--- config.mk ---
export PLATFORM = sky130hd
export DESIGN_NAME = eeprom_bidir_port
export DESIGN_NICKNAME = d
export VERILOG_FILES = /design/src/logic/eeprom_bidir_pkg.sv /design/src/logic/eeprom_pin_sync.sv /design/src/logic/eeprom_array.sv /design/src/logic/eeprom_bidir_port.sv
export SDC_FILE = /design/constraint.sdc
export NUM_CORES = 2
export LEC_CHECK = 0
export BUFFER_PORTS_ARGS = -buffer_cell sky130_fd_sc_hd__buf_2
export CAP_MARGIN = 15
export CORE_MARGIN = 5
export CORE_UTILIZATION = 28
export DETAILED_ROUTE_END_ITERATION = 10
export HOLD_SLACK_MARGIN = 0.1
export SYNTH_ARGS = -nofsm -noshare
export SYNTH_HDL_FRONTEND = slang
export SYNTH_SLANG_ARGS = --single-unit
--- constraint.sdc ---
create_clock -name i_mclk -period 9.6 [get_ports i_mclk]
set_input_delay 1.92 -clock i_mclk [delete_from_list [all_inputs] [get_ports i_mclk]]
set_output_delay 1.92 -clock i_mclk [all_outputs]
set_load 0.005 [all_outputs]
--- src/logic/eeprom_bidir_pkg.sv ---
// Contract
// - scl falling edge enters transition mode
// - transition: watch control byte, count clock pulses
// - every scl fall clears pulse counter
// - 128 pulses, scl idle: back, restart 00h
// - control byte found: bidirectional until power-up
// - bidirectional: transmit-only clock only gates writes
// - bidirectional full array, transmit-only lower half
// - sda changes with scl high are conditions
// - sda fall, scl high is start
// - sda rise, scl high is stop
// - receiver pulls sda low on ninth clock
// - no acknowledge while programming runs
// - master nacks last read byte, sda released
// - control byte is 1010000 plus direction bit
// - ack only on address match, not busy
// - byte after control loads pointer, then data
// - stop after write data starts write cycle
// - transmit-only clock high throughout write transfer
// - page buffers eight bytes, commit after stop
// - only low three pointer bits increment
// - page overrun wraps within same page
// - write cycle ends within 10 ms
// - low transmit-only clock blocks all writes
package eeprom_bidir_pkg;

    // operating modes of the part
    typedef enum logic [1:0] {
        MODE_TX_ONLY,
        MODE_TRANSITION,
        MODE_BIDIR
    } mode_t;

    // two-wire slave receive phases
    typedef enum logic [1:0] {
        PH_IDLE,
        PH_BITS,
        PH_ACK,
        PH_IGNORE
    } phase_t;

    localparam logic [6:0] DEV_ADDR = 7'h50;
    localparam logic [3:0] BYTE_BITS = 4'h8;
    localparam logic [7:0] RECOVERY_PULSES = 8'h80;
    localparam logic [7:0] STREAM_START_ADDR = 8'h00;
    localparam logic [1:0] IDX_CONTROL = 2'h0;
    localparam logic [1:0] IDX_POINTER = 2'h1;
    localparam logic [1:0] IDX_DATA = 2'h2;

    // self-timed write: longest time rounds down to whole cycles
    localparam int unsigned CLK_HZ = 100_000_000;
    localparam int unsigned T_WR_MS = 10;
    localparam int unsigned T_WR_CYCLES = CLK_HZ / 1000 * T_WR_MS;
    localparam int unsigned TIMER_W = 20;

endpackage : eeprom_bidir_pkg

--- src/logic/eeprom_pin_sync.sv ---
`timescale 1ns/1ps
// three-stage pin synchroniser; a new level is taken once stages two and three agree
module eeprom_pin_sync #(
    parameter logic INIT = 1'b1
) (
    input wire logic i_mclk,
    input wire logic i_rst,
    input wire logic i_pin,
    output logic o_level
);

    typedef struct packed {
        logic s1;
        logic s2;
        logic s3;
        logic level;
    } sync_t;

    sync_t r_reg;
    sync_t r_next;

    // stage one feeds stage two only; the filter looks at two and three
    always_comb begin
        r_next = r_reg;
        r_next.s1 = i_pin;
        r_next.s2 = r_reg.s1;
        r_next.s3 = r_reg.s2;
        if (r_reg.s2 == r_reg.s3) begin
            r_next.level = r_reg.s3;
        end
    end

    always_ff @(posedge i_mclk) begin
        if (i_rst) begin
            r_reg <= {INIT, INIT, INIT, INIT};
        end else begin
            r_reg <= r_next;
        end
    end

    assign o_level = r_reg.level;

endmodule : eeprom_pin_sync

--- src/logic/eeprom_array.sv ---
`timescale 1ns/1ps
// 256 x 8 cell array; contents survive reset like real nonvolatile cells
module eeprom_array (
    input wire logic i_mclk,
    input wire logic i_rst,
    input wire logic i_we,
    input wire logic [7:0] i_waddr,
    input wire logic [7:0] i_wdata,
    input wire logic [7:0] i_raddr,
    output logic [7:0] o_rdata
);

    logic [7:0] cells [256];
    logic [7:0] rdata_reg;

    // write port from the commit engine
    always_ff @(posedge i_mclk) begin
        if (i_we) begin
            cells[i_waddr] <= i_wdata;
        end
    end

    // registered read port
    always_ff @(posedge i_mclk) begin
        if (i_rst) begin
            rdata_reg <= 8'h00;
        end else begin
            rdata_reg <= cells[i_raddr];
        end
    end

    assign o_rdata = rdata_reg;

endmodule : eeprom_array

--- src/logic/eeprom_bidir_port.sv ---
`timescale 1ns/1ps
// bidirectional front end: mode transition, slave receive, page write, write timer
module eeprom_bidir_port
    import eeprom_bidir_pkg::*;
#(
    parameter int unsigned WR_CYCLES = T_WR_CYCLES
) (
    input wire logic i_mclk,
    input wire logic i_rst,
    input wire logic i_scl,
    input wire logic i_sda,
    output logic o_sda,
    output logic o_sda_oe,
    input wire logic i_transmit_only_clock,
    input wire logic [7:0] i_rd_addr,
    output logic [7:0] o_rd_data,
    output logic o_bidir_mode,
    output logic o_transition_mode,
    output logic o_write_busy,
    output logic o_stream_restart,
    output logic [7:0] o_stream_addr
);

    typedef struct packed {
        // operating mode
        mode_t mode;

        // slave receive engine
        phase_t phase;
        logic [3:0] bit_cnt;
        logic [1:0] byte_idx;
        logic rd_cmd;
        logic [7:0] shift;

        // page buffer, pointer and write permission
        logic [7:0] ptr;
        logic [63:0] page;
        logic [7:0] page_mask;
        logic wr_ok;

        // self-timed write cycle
        logic busy;
        logic [TIMER_W-1:0] timer;
        logic [2:0] commit_idx;

        // pulse count for the fall back to transmit-only
        logic [7:0] rec_cnt;

        // edge history of the filtered pins
        logic scl_prev;
        logic sda_prev;
        logic txc_prev;

        // pin drive, stream handover and mode flags
        logic sda_out;
        logic sda_oe;
        logic restart;
        logic bidir;
        logic trans;
        logic [7:0] stream_addr;
    } state_t;

    state_t r_reg;
    state_t r_next;

    logic scl_lvl;
    logic sda_lvl;
    logic txc_lvl;
    logic scl_rise;
    logic scl_fall;
    logic start_cond;
    logic stop_cond;
    logic txc_rise;
    logic mem_we;
    logic [7:0] mem_waddr;
    logic [7:0] mem_wdata;
    logic [7:0] mem_raddr;
    logic [7:0] rd_data;
    logic ack;
    logic [7:0] page_slot [8];

    // all three pins are asynchronous to the block clock
    // each stage resets to its pin's idle level, so leaving reset shows no edge
    eeprom_pin_sync #(.INIT(1'b1)) u_scl_sync (
        .i_mclk(i_mclk),
        .i_rst(i_rst),
        .i_pin(i_scl),
        .o_level(scl_lvl)
    );

    eeprom_pin_sync #(.INIT(1'b1)) u_sda_sync (
        .i_mclk(i_mclk),
        .i_rst(i_rst),
        .i_pin(i_sda),
        .o_level(sda_lvl)
    );

    eeprom_pin_sync #(.INIT(1'b0)) u_txc_sync (
        .i_mclk(i_mclk),
        .i_rst(i_rst),
        .i_pin(i_transmit_only_clock),
        .o_level(txc_lvl)
    );

    // edges and bus conditions from the filtered levels
    assign scl_rise = ~r_reg.scl_prev & scl_lvl;
    assign scl_fall = r_reg.scl_prev & ~scl_lvl;
    assign txc_rise = ~r_reg.txc_prev & txc_lvl;
    // sda moving while scl stays high is never data
    assign start_cond = r_reg.scl_prev & scl_lvl & r_reg.sda_prev & ~sda_lvl;
    assign stop_cond = r_reg.scl_prev & scl_lvl & ~r_reg.sda_prev & sda_lvl;

    // transmit-only mode only sees the lower half of the array
    assign mem_raddr = {(r_reg.mode == MODE_BIDIR) & i_rd_addr[7], i_rd_addr[6:0]};

    eeprom_array u_array (
        .i_mclk(i_mclk),
        .i_rst(i_rst),
        .i_we(mem_we),
        .i_waddr(mem_waddr),
        .i_wdata(mem_wdata),
        .i_raddr(mem_raddr),
        .o_rdata(rd_data)
    );

    // the page buffer seen as eight byte slots for the commit engine
    for (genvar g = 0; g < 8; g++) begin : g_slot
        assign page_slot[g] = r_reg.page[g*8 +: 8];
    end

    // next-state logic for the whole port
    always_comb begin
        r_next = r_reg;
        r_next.scl_prev = scl_lvl;
        r_next.sda_prev = sda_lvl;
        r_next.txc_prev = txc_lvl;
        // the restart strobe lasts one cycle: cleared here unless recovery sets it
        r_next.restart = 1'b0;
        r_next.sda_out = 1'b0;
        mem_we = 1'b0;
        mem_waddr = 8'h00;
        mem_wdata = 8'h00;
        ack = 1'b0;

        // mode transition and recovery
        unique case (r_reg.mode)
            MODE_TX_ONLY: begin
                // scl resting high keeps the part here; its first fall hands over
                if (scl_fall) begin
                    r_next.mode = MODE_TRANSITION;
                    r_next.rec_cnt = 8'h00;
                end
            end
            MODE_TRANSITION: begin
                if (scl_fall) begin
                    r_next.rec_cnt = 8'h00;
                end else if (txc_rise && scl_lvl) begin
                    // pulses only count while scl rests high
                    r_next.rec_cnt = r_reg.rec_cnt + 8'h01;
                    if (r_next.rec_cnt == RECOVERY_PULSES) begin
                        r_next.mode = MODE_TX_ONLY;
                        r_next.rec_cnt = 8'h00;
                        r_next.restart = 1'b1;
                        r_next.stream_addr = STREAM_START_ADDR;
                    end
                end
            end
            MODE_BIDIR: begin
                // no way back short of reset; pulse counting stops here
                r_next.rec_cnt = 8'h00;
            end
            default: begin
                // unused code: fall back to the power-up mode
                r_next.mode = MODE_TX_ONLY;
            end
        endcase

        // write permission drops the moment the clock pin goes low during a transfer
        // checked every cycle, so even a short low level past the filter spoils the page
        if (!r_reg.busy && !txc_lvl) begin
            r_next.wr_ok = 1'b0;
        end

        // slave receive engine
        if (start_cond) begin
            // any half-shifted byte is thrown away
            r_next.phase = PH_BITS;
            r_next.bit_cnt = 4'h0;
            r_next.byte_idx = IDX_CONTROL;
            r_next.sda_oe = 1'b0;
            if (!r_reg.busy) begin
                r_next.page_mask = 8'h00;
            end
        end else if (stop_cond) begin
            r_next.phase = PH_IDLE;
            r_next.bit_cnt = 4'h0;
            r_next.sda_oe = 1'b0;
            if (!r_reg.busy) begin
                // only acknowledged data bytes of a permitted write get programmed
                if (r_reg.mode == MODE_BIDIR && !r_reg.rd_cmd && r_reg.wr_ok
                        && r_reg.page_mask != 8'h00) begin
                    r_next.busy = 1'b1;
                    r_next.timer = '0;
                    r_next.commit_idx = 3'h0;
                end else begin
                    // no permission or nothing acknowledged: the page leaves no trace
                    r_next.page_mask = 8'h00;
                end
            end
        end else begin
            unique case (r_reg.phase)
                PH_IDLE: begin
                    // nothing to do until a start condition
                end
                PH_BITS: begin
                    if (scl_rise) begin
                        r_next.shift = {r_reg.shift[6:0], sda_lvl};
                        r_next.bit_cnt = r_reg.bit_cnt + 4'h1;
                    end else if (scl_fall && r_reg.bit_cnt == BYTE_BITS) begin
                        unique case (r_reg.byte_idx)
                            IDX_CONTROL: begin
                                if (r_reg.shift[7:1] == DEV_ADDR
                                        && r_reg.mode != MODE_TX_ONLY) begin
                                    r_next.mode = MODE_BIDIR;
                                    r_next.rd_cmd = r_reg.shift[0];
                                    r_next.wr_ok = txc_lvl;
                                    ack = ~r_reg.busy;
                                end
                            end
                            IDX_POINTER: begin
                                if (!r_reg.rd_cmd) begin
                                    r_next.ptr = r_reg.shift;
                                    ack = ~r_reg.busy;
                                end
                            end
                            default: begin
                                if (!r_reg.rd_cmd && !r_reg.busy) begin
                                    // a ninth byte lands on the first slot again
                                    r_next.page[{r_reg.ptr[2:0], 3'h0} +: 8] = r_reg.shift;
                                    r_next.page_mask[r_reg.ptr[2:0]] = 1'b1;
                                    r_next.ptr[2:0] = r_reg.ptr[2:0] + 3'h1;
                                    ack = 1'b1;
                                end
                            end
                        endcase
                        if (ack) begin
                            r_next.phase = PH_ACK;
                            r_next.sda_oe = 1'b1;
                        end else begin
                            r_next.phase = PH_IGNORE;
                        end
                    end
                end
                PH_ACK: begin
                    // hold sda low across the ninth high phase, release on its fall
                    if (scl_fall) begin
                        r_next.sda_oe = 1'b0;
                        r_next.bit_cnt = 4'h0;
                        if (r_reg.rd_cmd && r_reg.byte_idx == IDX_CONTROL) begin
                            // reads are served elsewhere; leave sda free
                            r_next.phase = PH_IGNORE;
                        end else begin
                            r_next.phase = PH_BITS;
                            if (r_reg.byte_idx != IDX_DATA) begin
                                r_next.byte_idx = r_reg.byte_idx + 2'h1;
                            end
                        end
                    end
                end
                PH_IGNORE: begin
                    // wait for the next start or stop
                end
            endcase
        end

        // self-timed commit: pin level no longer matters here
        // one slot per cycle, empty slots skipped; the timer still runs its full length
        if (r_reg.busy) begin
            r_next.timer = r_reg.timer + 1'b1;
            if (r_reg.page_mask[r_reg.commit_idx]) begin
                mem_we = 1'b1;
                // upper five pointer bits pick the page, so overruns stay inside it
                mem_waddr = {r_reg.ptr[7:3], r_reg.commit_idx};
                mem_wdata = page_slot[r_reg.commit_idx];
                r_next.page_mask[r_reg.commit_idx] = 1'b0;
            end
            r_next.commit_idx = r_reg.commit_idx + 3'h1;
            // a shortened cycle must still cover all eight slots
            if (r_reg.timer == TIMER_W'(WR_CYCLES - 1)) begin
                r_next.busy = 1'b0;
            end
        end

        // mode flags leave through flops of their own, not through a decode of the mode
        r_next.bidir = (r_next.mode == MODE_BIDIR);
        r_next.trans = (r_next.mode == MODE_TRANSITION);
    end

    // single state register; power-up reset puts the part in transmit-only mode
    always_ff @(posedge i_mclk) begin
        if (i_rst) begin
            // power-up: transmit-only, idle bus, empty page, no write running
            r_reg.mode <= MODE_TX_ONLY;
            r_reg.phase <= PH_IDLE;
            r_reg.bit_cnt <= 4'h0;
            r_reg.byte_idx <= IDX_CONTROL;
            r_reg.rd_cmd <= 1'b0;
            r_reg.shift <= 8'h00;
            r_reg.ptr <= 8'h00;
            r_reg.page <= '0;
            r_reg.page_mask <= 8'h00;
            r_reg.wr_ok <= 1'b0;
            r_reg.busy <= 1'b0;
            r_reg.timer <= '0;
            r_reg.commit_idx <= 3'h0;
            r_reg.rec_cnt <= 8'h00;
            // edge history starts at the idle pin levels so reset makes no false edge
            r_reg.scl_prev <= 1'b1;
            r_reg.sda_prev <= 1'b1;
            r_reg.txc_prev <= 1'b0;
            r_reg.sda_out <= 1'b0;
            r_reg.sda_oe <= 1'b0;
            r_reg.restart <= 1'b0;
            r_reg.bidir <= 1'b0;
            r_reg.trans <= 1'b0;
            r_reg.stream_addr <= STREAM_START_ADDR;
        end else begin
            r_reg <= r_next;
        end
    end

    // outputs straight from the state register; read data straight from the array's read register
    assign o_sda = r_reg.sda_out;
    assign o_sda_oe = r_reg.sda_oe;
    assign o_rd_data = rd_data;
    assign o_bidir_mode = r_reg.bidir;
    assign o_transition_mode = r_reg.trans;
    assign o_write_busy = r_reg.busy;
    assign o_stream_restart = r_reg.restart;
    assign o_stream_addr = r_reg.stream_addr;

endmodule : eeprom_bidir_port

---- Word-level counts from Yosys, hierarchy flattened ----
Memory sizes are Yosys's and may differ from the RTL's. A register that Yosys moved wholly into a read port is not among the register bits.
Cells that the tools add are included.
storage, ports and cells
  flip-flop bits (word level) ............. 152
  memory bits (writable) .................. 2048
  output and inout bits ................... 22
  logic and storage cells ................. 237
  memories kept ........................... 1
memories
  name           depth  width  rd ports  clocked after memory_dff  wr ports  line                RTL
  u_array.cells  256    8      1         1                         1         eeprom_array.sv:13  logic [7:0] cells [256];
operators by class
  add/subtract/negate cells ............... 7
  magnitude comparators ................... 5
  eq/ne operators ......................... 27
  shift operators ......................... 2
  muxes and demuxes ....................... 91
  bitwise logic cells ..................... 28
  reductions and logical operators ........ 40
operators with widths
  operator                                               number
  2-to-1 mux 81 bit                                      2
  2-to-1 mux 8 bit                                       20
  2-to-1 mux 24 bit                                      4
  2-to-1 mux 90 bit                                      1
  2-to-1 mux 83 bit                                      1
  2-to-1 mux 75 bit                                      1
  2-to-1 mux 72 bit                                      1
  bitwise mux 64 bit                                     1
  variable shift 8 x 8 -> 64 bit (first input constant)  1
  variable part select 8 x 8 -> 64 bit                   1
  2-to-1 mux 1 bit                                       30
  2-to-1 mux 2 bit                                       13
  2-to-1 mux 25 bit                                      1
  binary-select mux 8 bit (select 3 bit)                 1
  one-hot mux 8 bit (3 select lines)                     1
  AND reduction 7 bit                                    3
  adder 20 x 1 -> 20 bit (second input constant)         1
  == test 20 bit (second input constant)                 1
  != test 2 bit (second input constant)                  9
  inverter 1 bit                                         15
  2-to-1 mux 4 bit                                       3
  != test 4 bit (second input constant)                  3
  one-hot mux 6 bit (2 select lines)                     1
  AND reduction 4 bit                                    3
  40 further kinds                                       82

---- Logic depth before layout (Yosys ltp) ----
  word-level depth ........................ 16
  mapped depth ............................ 12
  gate-level depth less buffers ........... 9

---- By module ----
From an unflattened synthesis, not the netlist that was laid out.
unflattened totals
  cell total of the unflattened synthesis .. 4858
  area total of the unflattened synthesis .. 87986.9 um2
modules (own cells, without submodules)
  module                             instances  cells an instance  area each (um2)  seq. area each (um2)
  eeprom_array                       1          4027               80597.3          61659.1
  eeprom_bidir_port                  1          801                7046.8           2782.7
  eeprom_pin_sync at u_scl_sync ...  2          10                 115.1            80.1
  eeprom_pin_sync at u_txc_sync      1          10                 112.6            80.1

---- Worst setup path after synthesis ----
No wires, ideal clock.
  path type ............................... register to register
  from .................................... register r_reg[24] in the netlist's numbering
  to ...................................... memory u_array.cells[0][3] (data pin)
  library setup time ...................... 1390 ps
  data arrival time ....................... 7386 ps
  required time ........................... 8210 ps
  path slack .............................. 824 ps
  cell stages (with the launch flop) ...... 8
  path buffers ............................ 3
  period minus slack after synthesis ...... 8776 ps
  cells stage by stage .................... dfxtp_1 buf_2 buf_1 buf_1 a31oi_1 o22ai_1 a31oi_1 nor2_1
between the ends
  cells in the longest elaborated chain, start to end .. 6
ends and longest elaborated chain
  element                                              line                      RTL
  start, declared                                      eeprom_bidir_port.sv:63   state_t r_reg;
  start signal, assigned                               eeprom_bidir_port.sv:328  r_reg <= r_next;
  inverter 3 -> 4 bit (implied by the code)            eeprom_bidir_port.sv:284  mem_wdata = page_slot[r_reg.commit_idx];
  binary-select mux 8 bit (select 3 bit)               eeprom_bidir_port.sv:284
  2-to-1 mux 8 bit (implied by the code) (2 in a row)  eeprom_bidir_port.sv:284
  2-to-1 mux 8 bit *                                   eeprom_bidir_port.sv:280  if (r_reg.page_mask[r_reg.commit_idx]) begin
  2-to-1 mux 8 bit *                                   eeprom_bidir_port.sv:278  if (r_reg.busy) begin
  named net mem_wdata[3]                               eeprom_bidir_port.sv:76   logic [7:0] mem_wdata;
  end, declared                                        eeprom_array.sv:13
Mark *: on every way through the listed nets, which the timed path passes. The rest lies on a longest branch. The select of a mux whose other input is x is not followed.

==> results by group <==
Outcome
  • Status: complete, no violations

Place
  • HPWL after DPL: 139000 µm
  • Placed Cells: between 8000 and 9000
  • # port buffers: 25
  • Area after DPL: 0.0915 mm²
  • Routability cong.: roughly 0.85
  • Pre-CTS setup slack: 3.88 ns

Route
  • Post-DR vias/cell: 5.05
  • Post-route antenna net violation count: 0
  • Drt initial violations: 5402
  • DRT Pass-1 Iters: 6
  • Drt drc: 0
  • Via count: between 40000 and 50000
  • Per-cell routed wire length: 25.2 µm
  • Post-Route WL: about 230000 µm

Finish
  • Finished Cell Area: about 0.099 mm²
  • Syn-to-layout area delta: 14.3%
  • # nets final: ~4800
  • Max FFs per register: 2048
  • Post-Layout Cell Count: 9113
  • Ratio of cells with drive above 1 in the final layout: 0.175

Global routing
  • Vias in the first global route: about 46000
  • First-pass GRT wire length: 332000 µm
  • GRT Overall Usage: 0.138
  • Largest net degree at the start of global routing: 233
  • Antenna violations before repair: 7
  • Total grt overflow: 0

Pwr
  • Tot Pwr: 19.8 mW
  • Pwr dens: around 200 mW/mm²
  • Leakage: 27.0 nW
  • Worst vdd ir: 0.000184 V

Critical path
  • CP max stage delay: between 0.6 and 0.7 ns
  • Critical path arrival: 5.84 ns
  • CP startpoint kind: primary input
  • Worst-path maximum fanout: between 60 and 70
  • Most common cell on crit path: buf_4
  • WP buf/inv: 3
  • Type of the worst setup path: in2reg
  • CP Cell Sequence: buf_2, buf_4, nand2b_4, buf_4, o221ai_1, a21oi_1, nor3_1, nand4_1, a211o_1, o31ai_1
  • Top delay family on crit path: buffers and inverters
  • Crit-path slowest cell: nand2b_4
  • Worst setup EP type: flop
  • Crit path required time: between 10 and 15 ns

Logic synthesis
  • Seq cells post-synth: 2207
  • Main synth FF type: edfxtp_1
  • Distinct cells, synth: 67
  • Seq/Total Area, Yosys: 0.746
  • Asr flop ratio synth: 0
  • Synthesized area per cell: 18.2 µm²
  • Post-synth EDFFs: 2048
  • Dominant cell type by area after synthesis: edfxtp_1
  • Post-synthesis cell count: around 4800
  • Post-Syn Area: 0.0867 mm²
  • Post-synth top area share: 0.709
  • Synth top area cells: edfxtp_1 (71%), mux4_2 (9.9%), mux2i_1 (4.2%)
  • Yosys warns: 0

Floorplanning
  • Initial Util: 0.281
  • Die span in y: 566 µm
  • Die Area: 0.321 mm²
  • Core Rows: 204
  • # IOs: 35
  • Die width: 566 µm
  • Core Area: between 0.3 and 0.4 mm²

Timing
  • TNS Setup: 0 ns
  • Headroom to the max-slew limit: 0.169
  • Slew Viols, Final: 0
  • Final worst slack: around 4.5 ns
  • Max Fclk: 198 MHz
  • Clk_skew: 0.109 ns
  • RSZ-0062 raised after global routing: false
  • Final Hold Viols: 0
  • Crit path time final: 5.05 ns
  • # setup viols final: 0
  • Worst slew pin tran: around 1.2 ns
  • Final period util: 0.526

Clocking
  • # hold bufs at CTS: 0
  • H-tree Lvls: 4
  • Post-cts resize count: 0
  • Worst skew pair latency: 0.87 ns
  • Root buffer cell: clkbuf_16
  • CTS max path bufs: 3
  • Num CTS Buffers: around 220
  • Sink Count: 2207
  • Post-CTS setup buffer count: 0
  • CTS tree: built
  • Clock slew at reported path FFs: 0.06 ns

Worst hold path
  • Hold Path Class: reg2reg

Flow run
  • MaxCap Viol Count: 0
## layout make-up
type / count / area, µm²
Multi-Input combinational cell: 2251 / 20700
Clock buffer: 285 / 5960
Tap cell: 4120 / 5150
Sequential cell: 2207 / 64700
Fill cell: 29400 / 209000
Inverter: 21 / 82.6
Antenna cell: 3 / 7.51
Timing Repair Buffer: 99 / 928
Clock inverter: 127 / 1580
## layout by cell type, fill, tap and decap left out, drive strengths merged, types with 10 or more instances in the layout
cell | netlist | final
dfxtp | 159 | 159
a211o | 13 | 13
edfxtp | 2048 | 2048
buf | 115 | 99
mux4 | 381 | 381
nand2 | 144 | 144
o221ai | 101 | 101
clkinv | 1 | 91
o21ai | 75 | 75
nor2b | 21 | 21
mux2i | 363 | 363
nor2 | 442 | 442
nand3b | 22 | 22
a22oi | 28 | 28
or3 | 16 | 16
or2 | 11 | 11
bufinv | 0 | 26
nand4 | 24 | 24
a211oi | 56 | 56
and3 | 13 | 13
mux2 | 11 | 11
nand3 | 55 | 55
a31oi | 10 | 10
clkbuf | 185 | 285
nor4 | 11 | 11
nor3 | 63 | 63
ha | 14 | 14
a21oi | 136 | 136
nand2b | 10 | 10
and2 | 25 | 25
inv | 20 | 24
o22ai | 103 | 103
## Yosys cell counts (24+ instances only)
cell	n
a211oi_1	56
a21oi_1	136
a22oi_1	28
and2_1	24
buf_2	47
buf_4	49
clkbuf_1	184
dfxtp_1	159
edfxtp_1	2048
mux2i_1	363
mux4_2	381
nand2_1	144
nand3_1	55
nand4_1	24
nor2_1	442
nor3_1	62
o21ai_0	75
o221ai_1	101
o22ai_1	103
## power breakdown
group	leakage [nW]	total, mW	switching [mW]	internal [mW]
logic	6.85	0.542	0.346	0.196
clock network	3.67	8.85	3.74	5.11
registers	16.5	10.4	0.0110	10.4
total	27.0	19.8	4.10	15.7
## per-layer routing
layer  up-vias  routed length, µm  track usage
li1      19300                  -            -
met1     24300              95400        0.190
met2      2034             108000        0.220
met3       371              18400       0.0280
met4         0               7300       0.0431
met5         -                  0            0
## logic make-up after synthesis
| logic type | synth area share |
|---|---|
| XOR/XNOR | 0.00101 |
| AND/OR/NAND/NOR | 0.0471 |
| buffers and inverters | 0.0168 |
| multiplexers | 0.142 |
| AO/OA/AOI/OAI | 0.0446 |
| adder cells (fa/ha/maj) | 0.00202 |
| other | 0.0000433 |
| flip-flops | 0.746 |
## stage by stage
| stage | utilization | hold slack (ns) |
|---|---|---|
| 2_1_floorplan | - | 0.389 |
| 3_3_place_gp | 0.296 | 0.398 |
| 3_5_place_dp | 0.297 | 0.402 |
| 4_1_cts | 0.321 | 0.417 |
| 5_1_grt | 0.321 | 0.430 |
| 6_report | 0.321 | 0.412 |
## final timing paths
check | slack, ns | cells after the start | endpoint | from
worst min-delay path | 0.41 | 1 | u_sda_sync.r_next[1] | u_sda_sync.r_next[2]
worst max-delay path | 4.55 | 10 | u_array.o_rdata[5] | i_rd_addr[2]
worst min register to register | 0.41 | 1 | u_sda_sync.r_next[1] | u_sda_sync.r_next[2]
worst max register to register | 5.15 | 8 | u_array.cells[115][7] | r_reg[24]
No activity file was read; power rests on OpenSTA's default activity.
